==> config.mk <==
export PLATFORM = sky130hd
export DESIGN_NAME = ppmc_regs
export DESIGN_NICKNAME = d
export VERILOG_FILES = /design/src/design/ppmc_pkg.sv /design/src/design/ppmc_regs.sv /design/src/design/ppmc_flag.sv /design/src/design/ppmc_sync3.sv
export SDC_FILE = /design/constraint.sdc
export NUM_CORES = 1
export LEC_CHECK = 0
export CAP_MARGIN = 20
export CORE_MARGIN = 1
export CORE_UTILIZATION = 64
export CTS_CLUSTER_SIZE = 20
export DETAILED_ROUTE_END_ITERATION = 16
export DONT_BUFFER_PORTS = 1
export GPL_ROUTABILITY_DRIVEN = 0
export GPL_TIMING_DRIVEN = 0
export PLACE_DENSITY = 0.8
export SETUP_SLACK_MARGIN = 0.4
export SLEW_MARGIN = 20
export SYNTH_ARGS = -nofsm -noshare
export SYNTH_HDL_FRONTEND = slang
export SYNTH_SLANG_ARGS = --single-unit
==> constraint.sdc <==
create_clock -name sys_clk -period 1.9 [get_ports sys_clk]
set_clock_uncertainty 0.15 [all_clocks]
set_input_delay 0.19 -clock sys_clk [delete_from_list [all_inputs] [get_ports sys_clk]]
set_output_delay 0.19 -clock sys_clk [all_outputs]
set_load 0.03 [all_outputs]
==> src/design/ppmc_pkg.sv <==
package ppmc_pkg;

	// Configuration space placement (byte offsets)
	localparam logic [7:0]  CAP_ID_OFFSET          = 8'hdc;
	localparam logic [7:0]  POWER_CAPABILITIES_OFF = 8'hde;
	localparam logic [7:0]  POWER_CTRL_STATUS_OFF  = 8'he0;
	localparam logic [5:0]  CAP_DWORD_IDX          = CAP_ID_OFFSET[7:2];
	localparam logic [5:0]  CSR_DWORD_IDX          = POWER_CTRL_STATUS_OFF[7:2];

	// Capability list entry
	localparam logic [7:0]  CAP_ID_VALUE           = 8'h01;
	localparam logic [7:0]  NEXT_ITEM_VALUE        = 8'h00;

	// power_capabilities fields
	localparam logic [4:0]  WAKE_SOURCE_STATES     = 5'h09;
	localparam logic        STATE_TWO_CAPABLE      = 1'h0;
	localparam logic        STATE_ONE_CAPABLE      = 1'h0;
	localparam logic        DEV_SPECIFIC_INIT      = 1'h0;
	localparam logic        WAKE_NEEDS_BUS_CLOCK   = 1'h0;
	localparam logic [2:0]  PM_INTERFACE_VERSION   = 3'h2;

	// power_control_status field positions
	localparam int          WAKE_PENDING_BIT       = 15;
	localparam int          WAKE_ENABLE_BIT        = 8;
	localparam int          PSTATE_LSB             = 0;

	// Byte lanes holding the writable fields
	localparam int          CSR_HIGH_LANE          = 1;
	localparam int          CSR_LOW_LANE           = 0;

	// Reset values
	localparam logic        WAKE_ENABLE_RESET      = 1'h0;
	localparam logic [31:0] READ_IDLE_VALUE        = 32'h0000_0000;

	typedef enum logic [1:0] {
		PPMC_D0      = 2'b00,
		PPMC_D1_RSVD = 2'b01,
		PPMC_D2_RSVD = 2'b10,
		PPMC_D3HOT   = 2'b11
	} ppmc_pstate_e;

	localparam ppmc_pstate_e PSTATE_RESET = PPMC_D0;

endpackage : ppmc_pkg

==> src/design/ppmc_regs.sv <==
// Operation
// - Capabilities bits 15:11 read constant 0x09: wake from D0 and D3hot.
// - Wake signal may be asserted only in D0 or D3hot.
// - Capabilities bit 10 reads zero: no D2 state.
// - Capabilities bit 9 reads zero: no D1 state.
// - Capabilities bit 5 reads zero: no device-specific initialization.
// - Capabilities bit 3 reads zero: wake needs no bus clock.
// - Capabilities bits 2:0 read 0x2, interface version 1.1.
// - Local wake trigger sets the wake-event pending flag, bit 15.
// - Host writes one to clear pending; writing zero does nothing.
// - Host clearing the pending flag raises a wake-cleared event flag.
// - Bit 8 is read-write wake enable, reset zero, gating wake.
// - Host setting wake enable sets the wake-enable-set status flag.
// - Host changing power state sets the power-state-changed flag.
// - Current power state mirrored to a local read-only output.
// - Power state codes: 00b D0, 11b D3hot; 01b and 10b reserved.
// - Power state resets to D0.
// - Host reaches registers only by config cycles, only in satellite mode.
// - Preceding capability entry has ID 0x01 and next pointer zero.
`timescale 1ns/1ps
`default_nettype none

module ppmc_regs
	import ppmc_pkg::*;
(
	input  wire logic        sys_clk,
	input  wire logic        sys_rst,
	input  wire logic        satellite_mode,
	input  wire logic        cfg_rd,
	input  wire logic        cfg_wr,
	input  wire logic [7:0]  cfg_addr,
	input  wire logic [3:0]  cfg_be,
	input  wire logic [31:0] cfg_wdata,
	output var  logic [31:0] cfg_rdata,
	output var  logic        cfg_ack,
	input  wire logic        wake_event_trigger,
	input  wire logic        clear_wake_enable_set,
	input  wire logic        clear_power_state_changed,
	input  wire logic        clear_wake_cleared,
	output var  logic        wake_enable_set_flag,
	output var  logic        power_state_changed_flag,
	output var  logic        wake_cleared_flag,
	output var  logic [1:0]  satellite_power_state_mirror,
	input  wire logic        wake_pin_i,
	output var  logic        wake_pin_o,
	output var  logic        wake_pin_oe,
	output var  logic        wake_line_low
);

	////////////////////////////////////////////////////////////////////////////////
	// Decode

	logic        cfg_hit;
	logic        sel_cap;
	logic        sel_csr;
	logic        wr_csr;
	logic        pending_clear;
	logic        ps_write_ok;
	logic        ps_change;
	logic        enable_rise;
	logic        wake_clear_evt;
	logic        wake_event_pending;
	logic        wake_assert_enable;
	logic        next_wake_assert_enable;
	logic [1:0]  next_power_state;
	logic [15:0] power_capabilities;
	logic [15:0] power_control_status;
	logic [31:0] read_word;
	logic [31:0] next_cfg_rdata;
	logic        next_cfg_ack;
	logic        next_wake_pin_oe;
	logic        wake_line_level;

	always_comb begin
		cfg_hit = satellite_mode & (cfg_rd | cfg_wr);
		sel_cap = (cfg_addr[7:2] == CAP_DWORD_IDX);
		sel_csr = (cfg_addr[7:2] == CSR_DWORD_IDX);
		wr_csr  = satellite_mode & cfg_wr & sel_csr;
	end

	////////////////////////////////////////////////////////////////////////////////
	// Fixed capability word

	always_comb begin
		power_capabilities               = 16'h0000;
		power_capabilities[15:11]        = WAKE_SOURCE_STATES;
		power_capabilities[10]           = STATE_TWO_CAPABLE;
		power_capabilities[9]            = STATE_ONE_CAPABLE;
		power_capabilities[5]            = DEV_SPECIFIC_INIT;
		power_capabilities[3]            = WAKE_NEEDS_BUS_CLOCK;
		power_capabilities[2:0]          = PM_INTERFACE_VERSION;
	end

	////////////////////////////////////////////////////////////////////////////////
	// Control/status word

	always_comb begin
		pending_clear = wr_csr & cfg_be[CSR_HIGH_LANE] & cfg_wdata[WAKE_PENDING_BIT];
		wake_clear_evt = pending_clear & wake_event_pending;

		next_wake_assert_enable = wake_assert_enable;
		if (wr_csr && cfg_be[CSR_HIGH_LANE]) begin
			next_wake_assert_enable = cfg_wdata[WAKE_ENABLE_BIT];
		end
		enable_rise = next_wake_assert_enable & ~wake_assert_enable;

		// Reserved codes are dropped so the field only ever holds a supported state
		ps_write_ok = wr_csr & cfg_be[CSR_LOW_LANE]
			& ((cfg_wdata[PSTATE_LSB +: 2] == PPMC_D0) | (cfg_wdata[PSTATE_LSB +: 2] == PPMC_D3HOT));
		next_power_state = satellite_power_state_mirror;
		if (ps_write_ok) begin
			next_power_state = cfg_wdata[PSTATE_LSB +: 2];
		end
		ps_change = ps_write_ok & (cfg_wdata[PSTATE_LSB +: 2] != satellite_power_state_mirror);

		power_control_status                      = 16'h0000;
		power_control_status[WAKE_PENDING_BIT]    = wake_event_pending;
		power_control_status[WAKE_ENABLE_BIT]     = wake_assert_enable;
		power_control_status[PSTATE_LSB +: 2]     = satellite_power_state_mirror;
	end

	always_ff @(posedge sys_clk) begin
		if (sys_rst) begin
			wake_assert_enable           <= WAKE_ENABLE_RESET;
			satellite_power_state_mirror <= PSTATE_RESET;
		end else begin
			wake_assert_enable           <= next_wake_assert_enable;
			satellite_power_state_mirror <= next_power_state;
		end
	end

	////////////////////////////////////////////////////////////////////////////////
	// Sticky flags

	ppmc_flag u_wake_pending (
		.sys_clk   (sys_clk),
		.sys_rst   (sys_rst),
		.set_pulse (wake_event_trigger),
		.clr_pulse (pending_clear),
		.q         (wake_event_pending)
	);

	ppmc_flag u_enable_set (
		.sys_clk   (sys_clk),
		.sys_rst   (sys_rst),
		.set_pulse (enable_rise),
		.clr_pulse (clear_wake_enable_set),
		.q         (wake_enable_set_flag)
	);

	ppmc_flag u_state_changed (
		.sys_clk   (sys_clk),
		.sys_rst   (sys_rst),
		.set_pulse (ps_change),
		.clr_pulse (clear_power_state_changed),
		.q         (power_state_changed_flag)
	);

	ppmc_flag u_wake_cleared (
		.sys_clk   (sys_clk),
		.sys_rst   (sys_rst),
		.set_pulse (wake_clear_evt),
		.clr_pulse (clear_wake_cleared),
		.q         (wake_cleared_flag)
	);

	////////////////////////////////////////////////////////////////////////////////
	// Configuration read path

	always_comb begin
		read_word = READ_IDLE_VALUE;
		if (sel_cap) begin
			read_word = {power_capabilities, NEXT_ITEM_VALUE, CAP_ID_VALUE};
		end else if (sel_csr) begin
			read_word = {16'h0000, power_control_status};
		end
		next_cfg_rdata = READ_IDLE_VALUE;
		if (cfg_hit && cfg_rd) begin
			next_cfg_rdata = read_word;
		end
		next_cfg_ack = cfg_hit;
	end

	always_ff @(posedge sys_clk) begin
		if (sys_rst) begin
			cfg_rdata <= READ_IDLE_VALUE;
			cfg_ack   <= 1'b0;
		end else begin
			cfg_rdata <= next_cfg_rdata;
			cfg_ack   <= next_cfg_ack;
		end
	end

	////////////////////////////////////////////////////////////////////////////////
	// Wake pin (open drain, active low)

	always_comb begin
		next_wake_pin_oe = wake_event_pending & wake_assert_enable
			& ((satellite_power_state_mirror == PPMC_D0) | (satellite_power_state_mirror == PPMC_D3HOT));
	end

	always_ff @(posedge sys_clk) begin
		if (sys_rst) begin
			wake_pin_oe   <= 1'b0;
			wake_pin_o    <= 1'b0;
			wake_line_low <= 1'b0;
		end else begin
			wake_pin_oe   <= next_wake_pin_oe;
			// Open drain: only ever pulls low, the pull-up gives the idle level
			wake_pin_o    <= 1'b0;
			wake_line_low <= ~wake_line_level;
		end
	end

	// Shared line; another agent may hold it low too
	ppmc_sync3 #(
		.RESET_LEVEL (1'b1)
	) u_wake_sync (
		.sys_clk  (sys_clk),
		.sys_rst  (sys_rst),
		.async_in (wake_pin_i),
		.level    (wake_line_level)
	);

endmodule : ppmc_regs

`default_nettype wire

==> src/design/ppmc_flag.sv <==
`timescale 1ns/1ps
`default_nettype none

// Sticky flag; a set in the same cycle as a clear wins
module ppmc_flag (
	input  wire logic sys_clk,
	input  wire logic sys_rst,
	input  wire logic set_pulse,
	input  wire logic clr_pulse,
	output var  logic q
);

	logic next_q;

	always_comb begin
		next_q = q;
		if (clr_pulse) begin
			next_q = 1'b0;
		end
		if (set_pulse) begin
			next_q = 1'b1;
		end
	end

	always_ff @(posedge sys_clk) begin
		if (sys_rst) begin
			q <= 1'b0;
		end else begin
			q <= next_q;
		end
	end

endmodule : ppmc_flag

`default_nettype wire

==> src/design/ppmc_sync3.sv <==
`timescale 1ns/1ps
`default_nettype none

// Three-stage input synchroniser; output moves only when stages two and three agree
module ppmc_sync3 #(
	parameter logic RESET_LEVEL = 1'b1
) (
	input  wire logic sys_clk,
	input  wire logic sys_rst,
	input  wire logic async_in,
	output var  logic level
);

	logic meta;
	logic stage2;
	logic stage3;
	logic next_level;

	always_comb begin
		next_level = level;
		if (stage2 == stage3) begin
			next_level = stage3;
		end
	end

	always_ff @(posedge sys_clk) begin
		if (sys_rst) begin
			meta   <= RESET_LEVEL;
			stage2 <= RESET_LEVEL;
			stage3 <= RESET_LEVEL;
			level  <= RESET_LEVEL;
		end else begin
			meta   <= async_in;
			stage2 <= meta;
			stage3 <= stage2;
			level  <= next_level;
		end
	end

endmodule : ppmc_sync3

`default_nettype wire

==> results.md, run 1 <==
- Status: did not finish
- Port Buffers: 0
- Post-synth top area cell: dfxtp_1
- Top post-synthesis cells by count: buf_4 (28), dfxtp_1 (19), nor2_1 (9)
- Cts bufs inserted: 3
- Die H: 40.5 um
- Number of synthesis warnings: 0
- Initial core utilization: a little under three quarters
- Num rows: 13
- Halt Stage: 4_1_cts
- Ys async rst share: 0%
- Root buf cell: clkbuf_4
- Chip width: ~40 um
- Io pins: 95
- H-tree depth: 1
- Max clock buf depth: 2
- #FFs+latches synth: 19
- Hold_buf cts: 22
- Dpl ws: 0.612 ns
- Most common cell in the netlist: buf_4
- Mean Syn Cell Area: about 9.4 um^2
- Err: [ERROR DPL-0033] detailed placement checks failed during check placement.
- Synth unique cells: 28
- Post-DP HPWL: between 1000 and 1500 um
- CTS Sinks: 19
- Post-CTS setup buffer count: 0
- Primary FF master, synth: dfxtp_1
- Post-synth EDFFs: 0
- Post-CTS resize count: 0
- Mapped Area: 947 um^2
- Cells after synthesis: between 100 and 150
- Seq/Total Area, Yosys: roughly two fifths
- Synth top area share: approximately two fifths
- Largest cells by area after synthesis: dfxtp_1 (40%), buf_4 (22%), nor2_1 (3.6%)
==> cells by family after synthesis <==
logic type | count (synthesis) | share of synthesized area (%)
flip-flops | 19 | 40.2
AND/OR/NAND/NOR | 36 | 23.4
buffers and inverters | 30 | 23.0
AO/OA/AOI/OAI | 8 | 6.21
other | 1 | 0.396
XOR/XNOR | 4 | 3.70
multiplexers | 3 | 3.17
==> per-stage QoR <==
step                      cells  util [%]  area (um^2)  hold WS [ns]
after floorplan             126         -         1040         0.144
after global placement      141      79.5         1060         0.145
after detailed placement    141      79.5         1060         0.157
==> inputs of run 2 (changes only) <==
--- a/config.mk
+++ b/config.mk
@@ -6,15 +6,13 @@
 export NUM_CORES = 1
 export LEC_CHECK = 0
 export CAP_MARGIN = 20
-export CORE_MARGIN = 1
-export CORE_UTILIZATION = 64
-export CTS_CLUSTER_SIZE = 20
+export CORE_AREA = 2 2 63 65
 export DETAILED_ROUTE_END_ITERATION = 16
+export DIE_AREA = 0 0 65 67
 export DONT_BUFFER_PORTS = 1
 export GPL_ROUTABILITY_DRIVEN = 0
 export GPL_TIMING_DRIVEN = 0
-export PLACE_DENSITY = 0.8
-export SETUP_SLACK_MARGIN = 0.4
+export PLACE_DENSITY_LB_ADDON = 0.15
 export SLEW_MARGIN = 20
 export SYNTH_ARGS = -nofsm -noshare
 export SYNTH_HDL_FRONTEND = slang
==> run 2 against run 1 <==
Compared with the run above:
- the run now ends clean
- area after synthesis did not move
- synthesized cell count did not move
==> results.md, run 2 <==
- Port Buffers: 0
- Initial antenna violation count: 0
- Reg2Reg Setup Slack: between 0.1 and 0.15 ns
- H-tree depth: 1
- Stages on the worst setup path: 4
- Most frequent cells in the layout: buf_4 (28), conb_1 (26), dfxtp_1 (19)
- Multi-input logic area: approximately 440 um^2
- Final Critical Period: about 1.8 ns
- DRC: 0
- Post-synth top area cell: dfxtp_1
- Number of synthesis warnings: 0
- Max-cap viol count: 0
- Critical path, cell by cell: xor2_1 > nor2_1 > o31ai_2 > dlygate4sd3_1
- Int Pwr: slightly above 0.6 mW
- Mean Syn Cell Area: between 9 and 10 um^2
- GRT overflow: 0
- Startpoint Class: flop
- Main combinational cell family by area after synthesis: simple AND/OR/NAND/NOR gates
- Synth unique cells: 28
- DR iter-0 viols: 16
- Layout Nets: slightly above 200
- Top post-synthesis cells by count: buf_4 (28), dfxtp_1 (19), nor2_1 (9)
- Routed WL per cell: 9.73 um
- Hold_sp: cfg_be[0]
- Vias per cell: 3.67
- Io pins: 95
- Met3 Track Usage GR: approximately 2.9%
- Fraction of layout cells with a size suffix above 1: approximately 27%
- Root buf cell: clkbuf_8
- Slew Viols, Final: 0
- CP Buf/Inv Count: 1
- CP Max Fanout: 5
- #FFs+latches synth: 19
- Critical path's slowest cell: dfxtp_1
- Num rows: 22
- Net switching power: 0.229 mW
- Reg-to-Reg End: u_state_changed.q
- Power share of the sequential group: 48.2%
- WP data required: slightly below 2 ns
- Routed Antenna Nets: 0
- Sw Share: a little over a quarter
- Largest net degree at the start of global routing: 12
- First-pass GRT wire length: between 3000 and 4000 um
- Max reg flops: 5
- Worst-skew pair later-pin latency: between 0.2 and 0.3 ns
- Chip width: approximately 65 um
- Clock-pin slew on the worst setup and hold paths: 0.07 ns
- Die area: around 4400 um^2
- Post-DP HPWL: between 1000 and 1500 um
- Primary FF master, synth: dfxtp_1
- CP arrival: ~1.8 ns
- Cell family with most CP delay: flip-flops
- Synth Area in Compound Gates: just over 6%
- TritonRoute pass-1 iters: 4
- Die H: 67 um
- CP endpoint kind: flop
- Static Leak: 0.655 nW
- Antenna Cells: 0
- Status: complete, no violations
- CTS tree: done
- Met2 usage in global routing: around 16%
- Post-synth EDFFs: 0
- Final Hold Viols: 0
- R2R cell count: 4
- Final non-filler cell total: slightly below 200
- Max VDD drop: between 0.0002 and 0.00025 V
- Critical Path Max Stage Delay: between 0.6 and 0.7 ns
- Inst Count DP: roughly 170
- Initial core utilization: 26.3%
- Fin crit share: 93.6%
- Cells after synthesis: ~100
- Cts bufs inserted: 3
- Worst R2R Start: satellite_power_state_mirror[0]
- Commonest non-fill, non-tap cell in the layout: buf_4
- CTS Sinks: 19
- Max Clk Rate: around 560 MHz
- Fill cells: between 300 and 400
- Mapped Area: between 900 and 1000 um^2
- Met1 GRT Util: 10.1%
- Mux contribution to synthesized area: about 3.2%
- Largest cells by area after synthesis: dfxtp_1 (40%), buf_4 (22%), nor2_1 (3.6%)
- Setup_tns: 0 ns
- Hold Path End: satellite_power_state_mirror[0]
- Top reg by flops: cfg_rdata
- Critical path class: reg -> reg
- Crit path from: satellite_power_state_mirror[0]
- Hold path cells: 2
- Most used routing layer: met2
- Layout area overhead: 40.2%
- FF+latch area: 380 um^2
- Vias in the first global route: between 600 and 700
- WL final: approximately 1900 um
- Power Dens Cells: approximately 640 nW/um^2
- Ys async rst share: 0%
- Most common cell in the netlist: buf_4
- Hold Crit Class: in -> reg
- Synth top area share: between 40% and 50%
- Adder-Cell Fraction of Synth Area: 0%
- RSZ-0062 raised after global routing: no
- Top flop regs: cfg_rdata: 5 flops, satellite_power_state_mirror: 2 flops
- Final Setup Violations: 0
- Post-Synth XOR/XNOR Area: under 10%
- Combinational fraction of design power: about a fifth
- Simple-gate share of the synthesized area: approximately a quarter
- Post-CTS resize count: 0
- Clk pwr share: ~33%
- Max clock buf depth: 2
- Core region area: ~3600 um^2
- Seq/Total Area, Yosys: 40.2%
- Via Count: between 700 and 800
- Total Routing Usage GR: 9.55%
==> run 2: through the flow <==
stage / power (mW) / setup WS (ns) / hold WS (ns) / util [%] / cell area, um^2
6_report: 0.847 / 0.122 / 0.00481 / 36.8 / 1330
5_1_grt: 0.886 / 0.0257 / 0.0203 / 36.8 / 1330
4_1_cts: 0.854 / 0.102 / 0.0121 / 36.8 / 1330
3_5_place_dp: 0.555 / 0.628 / 0.148 / 30.5 / 1100
3_3_place_gp: 0.554 / 0.640 / 0.146 / 30.5 / 1100
2_1_floorplan: 0.550 / 0.714 / 0.144 / - / 1040
==> run 2: worst max-delay path by stage <==
| stage | endpoint |
|---|---|
| after global placement | u_wake_pending.q |
| after global routing | u_state_changed.q |
| after detailed placement | u_wake_pending.q |
| final | u_state_changed.q |
| after floorplan | u_wake_pending.q |
| after CTS | u_state_changed.q |
==> run 2: final cells by class <==
| cell class | count | area share, % |
|---|---|---|
| inverter | 1 | 0.283 |
| clock inverter | 1 | 0.377 |
| buffer | 29 | 16.1 |
| sequential | 19 | 28.7 |
| clock buffer | 3 | 3.11 |
| multi-input combinational | 77 | 33.4 |
| tap | 48 | 4.52 |
| timing repair buffer | 18 | 13.6 |
==> run 2: worst register-to-register path: stages (launching register included) <==
cell	delay [ns]
dfxtp_1	0.61
xor2_1	0.19
nor2_1	0.07
o31ai_2	0.15
dlygate4sd3_1	0.56
==> run 2: logic make-up (layout without fill, tap and decap cells) <==
logic type	Yosys count	after routing
simple gates	36	36
flops	19	19
buf+inv	30	52
xor+xnor	4	4
other cells	1	26
mux	3	3
compound gates	8	8
==> run 2: layer usage <==
metal	up-vias	wire, um
li1	367	-
met1	316	689
met2	34	1020
met3	3	180
met4	0	16
met5	-	0
==> run 2: repair_timing <==
action	in CTS	in global routing
hold buffers	18	0
endpoints found under the hold margin	11	0
setup buffers	0	0
==> run 2: power by group through the flow <==
stage / Combinational [mW] / Clock, mW / Sequential, mW
finish: 0.162 / 0.276 / 0.408
global route: 0.173 / 0.303 / 0.409
CTS: 0.160 / 0.286 / 0.408
detailed placement: 0.137 / 0 / 0.418
global placement: 0.136 / 0 / 0.418
floorplan: 0.133 / 0 / 0.417
(Power assumes the default switching activity.)
